## config.mk

```make
export PLATFORM = sky130hd
export DESIGN_NAME = rss_sequencer
export DESIGN_NICKNAME = d
export VERILOG_FILES = /design/src/common/rss_pkg.sv /design/src/logic/rss_sequencer.sv
export SDC_FILE = /design/constraint.sdc
export NUM_CORES = 1
export LEC_CHECK = 0
export ABC_CLOCK_PERIOD_IN_PS = 8400
export CORE_UTILIZATION = 30
export DETAILED_ROUTE_END_ITERATION = 8
export DONT_BUFFER_PORTS = 1
export PLACE_DENSITY = 0.46
export SYNTH_ARGS = -nofsm -noshare
export SYNTH_HDL_FRONTEND = slang
export SYNTH_SLANG_ARGS = --single-unit
```

## constraint.sdc

```tcl
create_clock -name pclk -period 8.4 [get_ports pclk]
set_clock_uncertainty 0.05 [all_clocks]
set_input_delay 1.26 -clock pclk [delete_from_list [all_inputs] [get_ports pclk]]
set_output_delay 1.26 -clock pclk [all_outputs]
set_load 0.02 [all_outputs]
```

## src/common/rss_pkg.sv

```systemverilog
// package: constants, register map and states of the rail sequencer supervisor
package rss_pkg;
    localparam int CLK_MHZ = 50;
    localparam int NCH = 5;
    localparam int CW = 24;
    // times as specified
    localparam int T_STEP_NS = 10_000;
    localparam int T_TMO_SHORT_NS = 10_000;
    localparam int T_TMO_LONG_MS = 128;
    localparam int T_FAULT_NS = 1_900;
    localparam int T_MIN_PW_NS = 1_000;
    // cycle counts, least times rounded up
    localparam logic [CW-1:0] STEP_CYC = CW'((T_STEP_NS * CLK_MHZ + 999) / 1000);
    localparam logic [CW-1:0] TMO_SHORT_CYC = CW'((T_TMO_SHORT_NS * CLK_MHZ + 999) / 1000);
    localparam logic [CW-1:0] TMO_LONG_CYC = CW'(T_TMO_LONG_MS * CLK_MHZ * 1000);
    localparam logic [7:0] FAULT_CYC = 8'((T_FAULT_NS * CLK_MHZ + 999) / 1000);
    localparam logic [7:0] MIN_PW_CYC = 8'((T_MIN_PW_NS * CLK_MHZ + 999) / 1000);
    // register map, byte addresses
    localparam logic [11:0] ADDR_CTRL = 12'h000;
    localparam logic [11:0] ADDR_STEP = 12'h004;
    localparam logic [11:0] ADDR_TMO = 12'h008;
    localparam logic [11:0] ADDR_STAT = 12'h00C;
    // control fields
    localparam int CTRL_FIVE = 0;
    localparam int CTRL_TMO_LSB = 1;
    localparam int CTRL_DLY = 3;
    localparam logic [3:0] CTRL_RST = 4'h0;
    localparam logic [1:0] TMO_FIXED = 2'h1;
    localparam logic [1:0] TMO_PROG = 2'h2;
    // status fields
    localparam int STS_STATE_LSB = 0;
    localparam int STS_EN_LSB = 6;
    localparam int STS_RSTN = 11;
    localparam int STS_FAULT = 12;
    localparam int STS_SAFE = 13;
    localparam int STS_STEP_LSB = 14;
    localparam int STS_GOOD_LSB = 17;
    // tri-level select pin codes equal the ternary digit; 2'h3 reads as digit 0
    localparam logic [1:0] SEL_HIGH = 2'h2;
    localparam logic [1:0] SEL_BAD = 2'h3;
    // synchroniser reset: hold, request and fault idle high
    localparam int SYW = 21;
    localparam logic [SYW-1:0] SYNC_RST = 21'h1C0000;
    typedef enum logic [5:0] {
        S_READY = 6'h01,
        S_UP_WAIT = 6'h02,
        S_UP_DELAY = 6'h04,
        S_RUN = 6'h08,
        S_DOWN_REV = 6'h10,
        S_DOWN_ALL = 6'h20
    } rss_state_t;
endpackage

```

## src/logic/rss_sequencer.sv

```systemverilog
// rail sequencer supervisor: input sync, sequencing machine, reset timer, apb registers
//
// Design decisions made here: the register addresses and the APB slave port.
`timescale 1ns/1ps
module rss_sequencer
    import rss_pkg::*;
#(
    parameter logic [CW-1:0] RST_LONG_CYC = TMO_LONG_CYC
) (
    // clock and reset
    input wire logic pclk,
    input wire logic presetn,
    // apb slave
    input wire logic psel,
    input wire logic penable,
    input wire logic pwrite,
    input wire logic [11:0] paddr,
    input wire logic [31:0] pwdata,
    output logic [31:0] prdata,
    output logic pready,
    output logic pslverr,
    // comparators and control pins, asynchronous
    input wire logic internal_supply_ok,
    input wire logic enable_in,
    input wire logic power_down_req_n,
    input wire logic chain_hold_n,
    input wire logic [1:0] order_sel_a,
    input wire logic [1:0] order_sel_b,
    input wire logic [1:0] order_sel_c,
    input wire logic [NCH-1:0] rail_good,
    input wire logic [NCH-1:0] rail_drain_sense,
    // wired fault line, open drain
    input wire logic fault_line_in,
    output logic fault_line_out,
    output logic fault_line_oe,
    // supply gates, pulldowns and processor reset
    output logic [NCH-1:0] rail_enable,
    output logic [NCH-1:0] rail_discharge,
    output logic proc_reset_n,
    output logic unplug_safe
);

    logic [SYW-1:0] sy1_reg;
    logic [SYW-1:0] sy2_reg;
    logic hold_n_s, pdr_n_s, fault_s, supply_s, en_s;
    logic [1:0] sel_a_s, sel_b_s, sel_c_s;
    logic [NCH-1:0] good_s, drain_s, good_m, drain_m;
    logic [2:0] lo_raw;
    logic [2:0] filt;
    logic five, pd_req, en_loss, ext_fault, start_ok, rail_drop, rst_hold, quiet;
    logic [3:0] ctrl_reg;
    logic [CW-1:0] step_cyc_reg, tmo_cyc_reg, dly_cnt_reg, rst_cnt_reg, dly_len, tmo_len;
    rss_state_t state_reg;
    logic [2:0] step_reg, last_step, cur_ch, nxt_ch, prv_ch;
    logic [14:0] ord_reg, ord_sel;
    logic [7:0] perm;
    logic [4:0] sel_code;
    logic [NCH-1:0] en_reg;
    logic [7:0] fault_cnt_reg;
    logic [31:0] rd_data, sts;
    logic reg_hit, apb_setup, apb_wr;

    // two-flop synchroniser; only the second stage is read
    always_ff @(posedge pclk or negedge presetn) begin
        if (!presetn) begin
            sy1_reg <= SYNC_RST;
            sy2_reg <= SYNC_RST;
        end else begin
            sy1_reg <= {chain_hold_n, power_down_req_n, fault_line_in, internal_supply_ok,
                        enable_in, order_sel_a, order_sel_b, order_sel_c, rail_good,
                        rail_drain_sense};
            sy2_reg <= sy1_reg;
        end
    end

    assign {hold_n_s, pdr_n_s, fault_s, supply_s, en_s, sel_a_s, sel_b_s, sel_c_s,
            good_s, drain_s} = sy2_reg;

    // in four-channel mode the fifth channel is always good and always drained
    assign five = ctrl_reg[CTRL_FIVE];
    assign good_m = good_s | (five ? 5'h00 : 5'h10);
    assign drain_m = drain_s & (five ? 5'h1F : 5'h0F);

    // low-width filters for request, enable loss and fault line
    assign lo_raw = {~fault_s, ~en_s, ~pdr_n_s};
    for (genvar i = 0; i < 3; i++) begin : g_flt
        logic [7:0] cnt_reg;
        logic hit_reg;
        always_ff @(posedge pclk or negedge presetn) begin
            if (!presetn) begin
                cnt_reg <= 8'h00;
                hit_reg <= 1'b0;
            end else if (!lo_raw[i]) begin
                cnt_reg <= 8'h00;
                hit_reg <= 1'b0;
            end else if (cnt_reg == MIN_PW_CYC) begin
                hit_reg <= 1'b1;
            end else begin
                cnt_reg <= cnt_reg + 8'h01;
            end
        end
        assign filt[i] = hit_reg;
    end

    // chain hold low masks request and enable loss from the sequencing machine, not the fault line; rst_hold uses filt unmasked
    assign pd_req = filt[0] & hold_n_s;
    assign en_loss = filt[1] & hold_n_s;
    assign ext_fault = filt[2];
    assign start_ok = supply_s && en_s && pdr_n_s && drain_m == 5'h00 && !ext_fault;
    assign rail_drop = state_reg == S_RUN && good_m != 5'h1F && en_s && pdr_n_s;
    assign quiet = supply_s && !pd_req && !en_loss && !ext_fault;

    // order selection
    function automatic logic [1:0] tri_digit(input logic [1:0] pin);
        return (pin == SEL_BAD) ? 2'h0 : pin;
    endfunction

    function automatic logic [7:0] perm_of(input logic [4:0] idx);
        logic [3:0] used;
        logic [7:0] res;
        logic [4:0] r;
        logic [4:0] w;
        logic [1:0] k;
        logic hit;
        used = 4'h0;
        res = 8'h00;
        r = idx;
        for (int p = 0; p < 4; p++) begin
            w = (p == 0) ? 5'h06 : (p == 1) ? 5'h02 : 5'h01;
            k = 2'(r / w);
            r = r % w;
            hit = 1'b0;
            for (int c = 0; c < 4; c++) begin
                if (!used[c] && !hit) begin
                    if (k == 2'h0) begin
                        used[c] = 1'b1;
                        res[p*2 +: 2] = 2'(c);
                        hit = 1'b1;
                    end else begin
                        k = k - 2'h1;
                    end
                end
            end
        end
        return res;
    endfunction

    always_comb begin
        if (sel_a_s == SEL_HIGH && sel_b_s == SEL_HIGH) begin
            sel_code = 5'h00;
        end else begin
            sel_code = 5'(tri_digit(sel_a_s) * 9 + tri_digit(sel_b_s) * 3
                          + tri_digit(sel_c_s));
        end
    end

    assign perm = perm_of(sel_code);
    assign ord_sel = five ? 15'h4688 : {3'h4, 1'b0, perm[7:6], 1'b0, perm[5:4],
                                        1'b0, perm[3:2], 1'b0, perm[1:0]};
    assign last_step = five ? 3'h4 : 3'h3;
    assign cur_ch = ord_reg[3*step_reg +: 3];
    assign nxt_ch = ord_reg[3*(step_reg+3'h1) +: 3];
    assign prv_ch = ord_reg[3*(step_reg-3'h1) +: 3];
    assign dly_len = ctrl_reg[CTRL_DLY] ? step_cyc_reg : STEP_CYC;

    // sequencing machine; lockout and faults override every state
    always_ff @(posedge pclk or negedge presetn) begin
        if (!presetn) begin
            state_reg <= S_READY;
            en_reg <= 5'h00;
            step_reg <= 3'h0;
            ord_reg <= 15'h0000;
            dly_cnt_reg <= 24'h000000;
        end else if (!supply_s) begin
            state_reg <= S_READY;
            en_reg <= 5'h00;
        end else if (rail_drop || ext_fault) begin
            state_reg <= S_DOWN_ALL;
            en_reg <= 5'h00;
        end else begin
            unique case (state_reg)
                S_READY: begin
                    if (start_ok) begin
                        ord_reg <= ord_sel;
                        step_reg <= 3'h0;
                        en_reg[ord_sel[2:0]] <= 1'b1;
                        state_reg <= S_UP_WAIT;
                    end
                end
                S_UP_WAIT, S_UP_DELAY, S_RUN: begin
                    if (pd_req) begin
                        en_reg[cur_ch] <= 1'b0;
                        state_reg <= S_DOWN_REV;
                    end else if (en_loss) begin
                        en_reg <= 5'h00;
                        state_reg <= S_DOWN_ALL;
                    end else if (state_reg == S_UP_WAIT) begin
                        // no timeout: a rail that never rises parks here
                        if (good_m[cur_ch]) begin
                            dly_cnt_reg <= 24'h000000;
                            state_reg <= (step_reg == last_step) ? S_RUN : S_UP_DELAY;
                        end
                    end else if (state_reg == S_UP_DELAY) begin
                        if (dly_cnt_reg + 24'h000001 >= dly_len) begin
                            step_reg <= step_reg + 3'h1;
                            en_reg[nxt_ch] <= 1'b1;
                            state_reg <= S_UP_WAIT;
                        end else begin
                            dly_cnt_reg <= dly_cnt_reg + 24'h000001;
                        end
                    end
                end
                S_DOWN_REV: begin
                    // enable is not looked at here, so a late enable drop is ignored
                    if (!drain_m[cur_ch]) begin
                        if (step_reg == 3'h0) begin
                            state_reg <= S_READY;
                        end else begin
                            step_reg <= step_reg - 3'h1;
                            en_reg[prv_ch] <= 1'b0;
                        end
                    end
                end
                S_DOWN_ALL: begin
                    if (drain_m == 5'h00) begin
                        state_reg <= S_READY;
                    end
                end
            endcase
        end
    end

    // gate and pulldown outputs change together, so they never overlap
    always_ff @(posedge pclk or negedge presetn) begin
        if (!presetn) begin
            rail_enable <= 5'h00;
            rail_discharge <= 5'h1F;
            unplug_safe <= 1'b0;
        end else begin
            rail_enable <= en_reg;
            rail_discharge <= ~en_reg;
            unplug_safe <= drain_m == 5'h00;
        end
    end

    // fault line pulse; released in lockout since its level is undefined there
    assign fault_line_out = 1'b0;
    always_ff @(posedge pclk or negedge presetn) begin
        if (!presetn) begin
            fault_cnt_reg <= 8'h00;
            fault_line_oe <= 1'b0;
        end else if (!supply_s) begin
            fault_cnt_reg <= 8'h00;
            fault_line_oe <= 1'b0;
        end else if (rail_drop) begin
            fault_cnt_reg <= FAULT_CYC;
            fault_line_oe <= 1'b1;
        end else if (fault_cnt_reg != 8'h00) begin
            fault_cnt_reg <= fault_cnt_reg - 8'h01;
            fault_line_oe <= fault_cnt_reg != 8'h01;
        end
    end

    // reset timer
    always_comb begin
        unique case (ctrl_reg[CTRL_TMO_LSB +: 2])
            TMO_FIXED: tmo_len = RST_LONG_CYC;
            TMO_PROG: tmo_len = tmo_cyc_reg;
            default: tmo_len = TMO_SHORT_CYC;
        endcase
    end

    assign rst_hold = !supply_s || state_reg != S_RUN || good_m != 5'h1F || filt != 3'h0;

    always_ff @(posedge pclk or negedge presetn) begin
        if (!presetn) begin
            rst_cnt_reg <= 24'h000000;
            proc_reset_n <= 1'b0;
        end else if (rst_hold) begin
            rst_cnt_reg <= 24'h000000;
            proc_reset_n <= 1'b0;
        end else if (rst_cnt_reg + 24'h000001 >= tmo_len) begin
            proc_reset_n <= 1'b1;
        end else begin
            rst_cnt_reg <= rst_cnt_reg + 24'h000001;
        end
    end

    // apb slave: answers in the first access cycle, no wait states
    assign apb_setup = psel && !penable;
    assign apb_wr = psel && penable && pwrite && pready;

    always_comb begin
        sts = 32'h00000000;
        sts[STS_STATE_LSB +: 6] = state_reg;
        sts[STS_EN_LSB +: 5] = en_reg;
        sts[STS_RSTN] = proc_reset_n;
        sts[STS_FAULT] = fault_line_oe;
        sts[STS_SAFE] = unplug_safe;
        sts[STS_STEP_LSB +: 3] = step_reg;
        sts[STS_GOOD_LSB +: 5] = good_m;
    end

    always_comb begin
        reg_hit = 1'b1;
        unique case (paddr)
            ADDR_CTRL: rd_data = {28'h0000000, ctrl_reg};
            ADDR_STEP: rd_data = {8'h00, step_cyc_reg};
            ADDR_TMO: rd_data = {8'h00, tmo_cyc_reg};
            ADDR_STAT: rd_data = sts;
            default: begin
                rd_data = 32'h00000000;
                reg_hit = 1'b0;
            end
        endcase
    end

    always_ff @(posedge pclk or negedge presetn) begin
        if (!presetn) begin
            pready <= 1'b0;
            pslverr <= 1'b0;
            prdata <= 32'h00000000;
        end else if (apb_setup) begin
            pready <= 1'b1;
            pslverr <= !reg_hit || (pwrite && paddr == ADDR_STAT);
            prdata <= pwrite ? 32'h00000000 : rd_data;
        end else begin
            pready <= 1'b0;
            pslverr <= 1'b0;
            prdata <= 32'h00000000;
        end
    end

    always_ff @(posedge pclk or negedge presetn) begin
        if (!presetn) begin
            ctrl_reg <= CTRL_RST;
            step_cyc_reg <= STEP_CYC;
            tmo_cyc_reg <= TMO_SHORT_CYC;
        end else if (apb_wr) begin
            if (paddr == ADDR_CTRL) begin
                ctrl_reg <= pwdata[3:0];
            end
            if (paddr == ADDR_STEP) begin
                step_cyc_reg <= pwdata[CW-1:0];
            end
            if (paddr == ADDR_TMO) begin
                tmo_cyc_reg <= pwdata[CW-1:0];
            end
        end
    end
endmodule

```

==> key figures <==
Floorplanning
  • Core area: around 0.045 mm^2
  • DIE AREA: 0.0467 mm^2
  • Row count: 78
  • Die Y: 216 um
  • # IOs: about 120
  • Initial core utilization: between 30% and 40%
  • Die Width: roughly 220 um

Critical path
  • Crit path launch type: flip-flop
  • CP max FO: 7
  • Crit. End Element: flip-flop
  • R2r startpoint: sy2_reg[13]
  • Worst R2R Path Depth: 18
  • CP required: a little under 9 ns
  • R2R Setup Slk: approximately 3.3 ns
  • Critical path type: reg2reg
  • Worst R2R End: ord_reg[6]
  • Critical Path AT: about 5.5 ns

Timing
  • Fin crit share: roughly three fifths
  • Period minus WS final: approximately 5.1 ns
  • Final Hold Fails: 0
  • Worst slew margin: 22.4%
  • Final setup fails: 0
  • TNS Setup: 0 ns
  • Least-Margin Pin Slew: roughly 1.2 ns
  • Final WS setup: 3.29 ns
  • Final Slew Violations: 0
  • RSZ-0062 raised after global routing: false
  • Max Freq: about 200 MHz

Worst hold path
  • Worst Hold Path Cells: 0
  • Hold endpoint: sy2_reg[16]
  • Hold wc startpoint: sy1_reg[16]
  • Worst Hold Class: reg2reg

Clocking
  • CTS max path bufs: 3
  • # resized after CTS: 0
  • Post-CTS setup buffers: 0
  • CTS Hold Bufs: 0
  • Clock latency on the worst-skew pair: slightly below 0.6 ns
  • Number of CTS-inserted buffers: 31
  • H-tree depth: 1
  • CTS tree: yes
  • Clock root buffer: clkbuf_16
  • Clock Sinks: roughly 240
  • Clock-pin slew on the worst setup and hold paths: 0.06 ns

Layout
  • # diodes: 0
  • Nets: 1524
  • Design Area, Final: 0.0154 mm^2
  • FF+latch area: between 0.006 and 0.007 mm^2
  • Area of the multi-input gates: roughly 0.0073 mm^2
  • Final non-filler cell total: about 2000
  • Area Growth Syn to Fin: 11.7%
  • Ratio of cells with drive above 1 in the final layout: between 10 and 15%
  • Fillcell total: about 4700

Pwr
  • Total power: between 0.003 and 0.004 W
  • Flop pwr share: about two fifths
  • Cell-internal power: around 0.0022 W
  • Comb power frac: 16.1%
  • Leak: between 6 and 7 nW
  • PD cells: between 200 and 250 mW/mm^2
  • NetSw: 0.000884 W
  • Clock power frac: 42.9%
  • Switching Fraction: between 20% and 30%
  • Peak VDD IR: 0.179 mV

Synth
  • Synth warnings: 0
  • Top cells by count, synth: 215 x dfrtp_1, 128 x nor2_1, 111 x nand2_1
  • Ys flop type: dfrtp_1
  • Post-synthesis cell type count: a little over 80
  • Area contributors post-synth: dfrtp_1 39%, ha_1 6.8%, mux2_2 6.0%
  • Cells after Synth: between 1000 and 1500
  • Most common cell in the synthesized netlist: dfrtp_1
  • Asr flop ratio synth: 100%
  • EDFF count, synth: 0
  • Post-Syn Area per Cell: around 9.8 um^2
  • Sequential cell area fraction in the yosys report: 43.7%
  • Post-synth top area cell: dfrtp_1
  • Post-synth top area share: around 39%
  • #FFs+latches synth: roughly 240
  • Post-Syn Area: 0.0138 mm^2

Detailed routing
  • Antenna-violating nets left: 0
  • Drt first-iter violations: roughly 530
  • Residual DRC: 0
  • Final WL: about 37 mm
  • WL/cell: ~18 um
  • Vias per inst: roughly 5.1
  • Pre-antenna DRT Iters: 5
  • Vias: around 10000

GRT
  • Antenna violations before repair: 3
  • First-pass GRT wire length: 59.3 mm
  • Gr usage total: between 10% and 20%
  • Largest net degree at the start of global routing: 240
  • Global route total overflow: 0
  • Vias in the first global route: 10400

Status
  • Status: completed

Place
  • Post-Place Cells: ~1900
  • Port bufs: 0
  • Post-DP Area: between 0.01 and 0.015 mm^2
  • Dpl hpwl: 26.2 mm
  • Post-place setup slack: 3.28 ns
  • Routability Congestion: 0.814

Flow run
  • Number of max-cap violations: 0
-- worst max-delay path, stage by stage, from the launching register on --
cell	delay, ns
dfrtp_1	0.38
ha_1	0.27
inv_1	0.04
ha_1	0.17
a21o_1	0.15
ha_1	0.17
ha_1	0.32
nor3b_1	0.15
a221o_1	0.37
o22ai_1	0.45
or2_2	0.20
ha_1	0.28
nor2_1	0.10
o31a_1	0.41
ha_1	0.44
o21ai_0	0.18
a221oi_4	0.44
o21ai_1	0.09
a311o_1	0.34
-- per-layer routing --
layer  up-vias  wire length (um)  track usage, %
li1       4954                 -               -
met1      4998             16900            21.9
met2       199             16600            25.1
met3        60              2310            3.89
met4         6               962            4.23
met5         -                53               0
-- through the flow --
stage               utilization [%]  hold slack, ns
floorplan                         -           0.281
global placement               31.6           0.281
detailed placement             31.6           0.285
CTS                            33.9           0.291
global route                   33.9           0.302
finish                         33.9           0.294
-- layout make-up --
cell class | count | area share (%)
Timing Repair Buffer | 9 | 0.440
Clock inverter | 16 | 1.14
Tap cell | 600 | 4.89
Sequential cell | 239 | 39.1
Inverter | 49 | 1.20
Multi-Input combinational cell | 1045 | 47.6
Clock buffer | 41 | 5.56
-- power groups by stage --
stage          Combinational, W  Clock (W)  Sequential, W
2_1_floorplan          0.000432          0        0.00126
3_3_place_gp           0.000499          0        0.00129
3_5_place_dp           0.000502          0        0.00130
4_1_cts                0.000506    0.00139        0.00128
5_1_grt                0.000570    0.00143        0.00128
6_report               0.000502    0.00134        0.00127
-- layout by cell type, fill, tap and decap left out, types with 7 or more instances in the layout --
master and count:
a211oi_1 12, a21o_1 27, a21oi_1 70, a22oi_1 26, a31oi_1 8, and3_1 18, buf_4 9, clkbuf_16 31
clkinv_2 7, conb_1 9, dfrtp_1 215, dfstp_2 24, ha_1 75, inv_1 49, mux2_2 73, mux2i_1 16
nand2_1 111, nand2b_1 14, nand3_1 50, nand3b_1 7, nand4_1 16, nor2_1 128, nor2b_1 16, nor3_1 21
nor3b_1 8, o21a_1 16, o21ai_0 77, o31ai_1 23, or2_2 17, or3_1 24, xnor2_1 39, xor2_1 36
-- cells by family (layout without fill, tap and decap cells) --
group	after synthesis	in the layout	synth area share (%)
flops	239	239	43.7
fa+ha+maj	80	80	7.48
mux	93	93	7.80
xor+xnor	75	75	4.78
compound gates	317	317	15.5
buf+inv	122	115	3.68
simple gates	471	471	17.1
other cells	1	9	0.0273
-- worst max path at each step --
stage	from	to	cells past startpoint
floorplan	sy2_reg[12]	ord_reg[6]	20
detailed placement	sy2_reg[13]	ord_reg[6]	19
global placement	dly_cnt_reg[0]	state_reg[5]	18
global route	dly_cnt_reg[0]	dly_cnt_reg[11]	16
finish	sy2_reg[13]	ord_reg[6]	18
CTS	sy2_reg[13]	ord_reg[6]	18
Power figures use the tool's default switching activity.
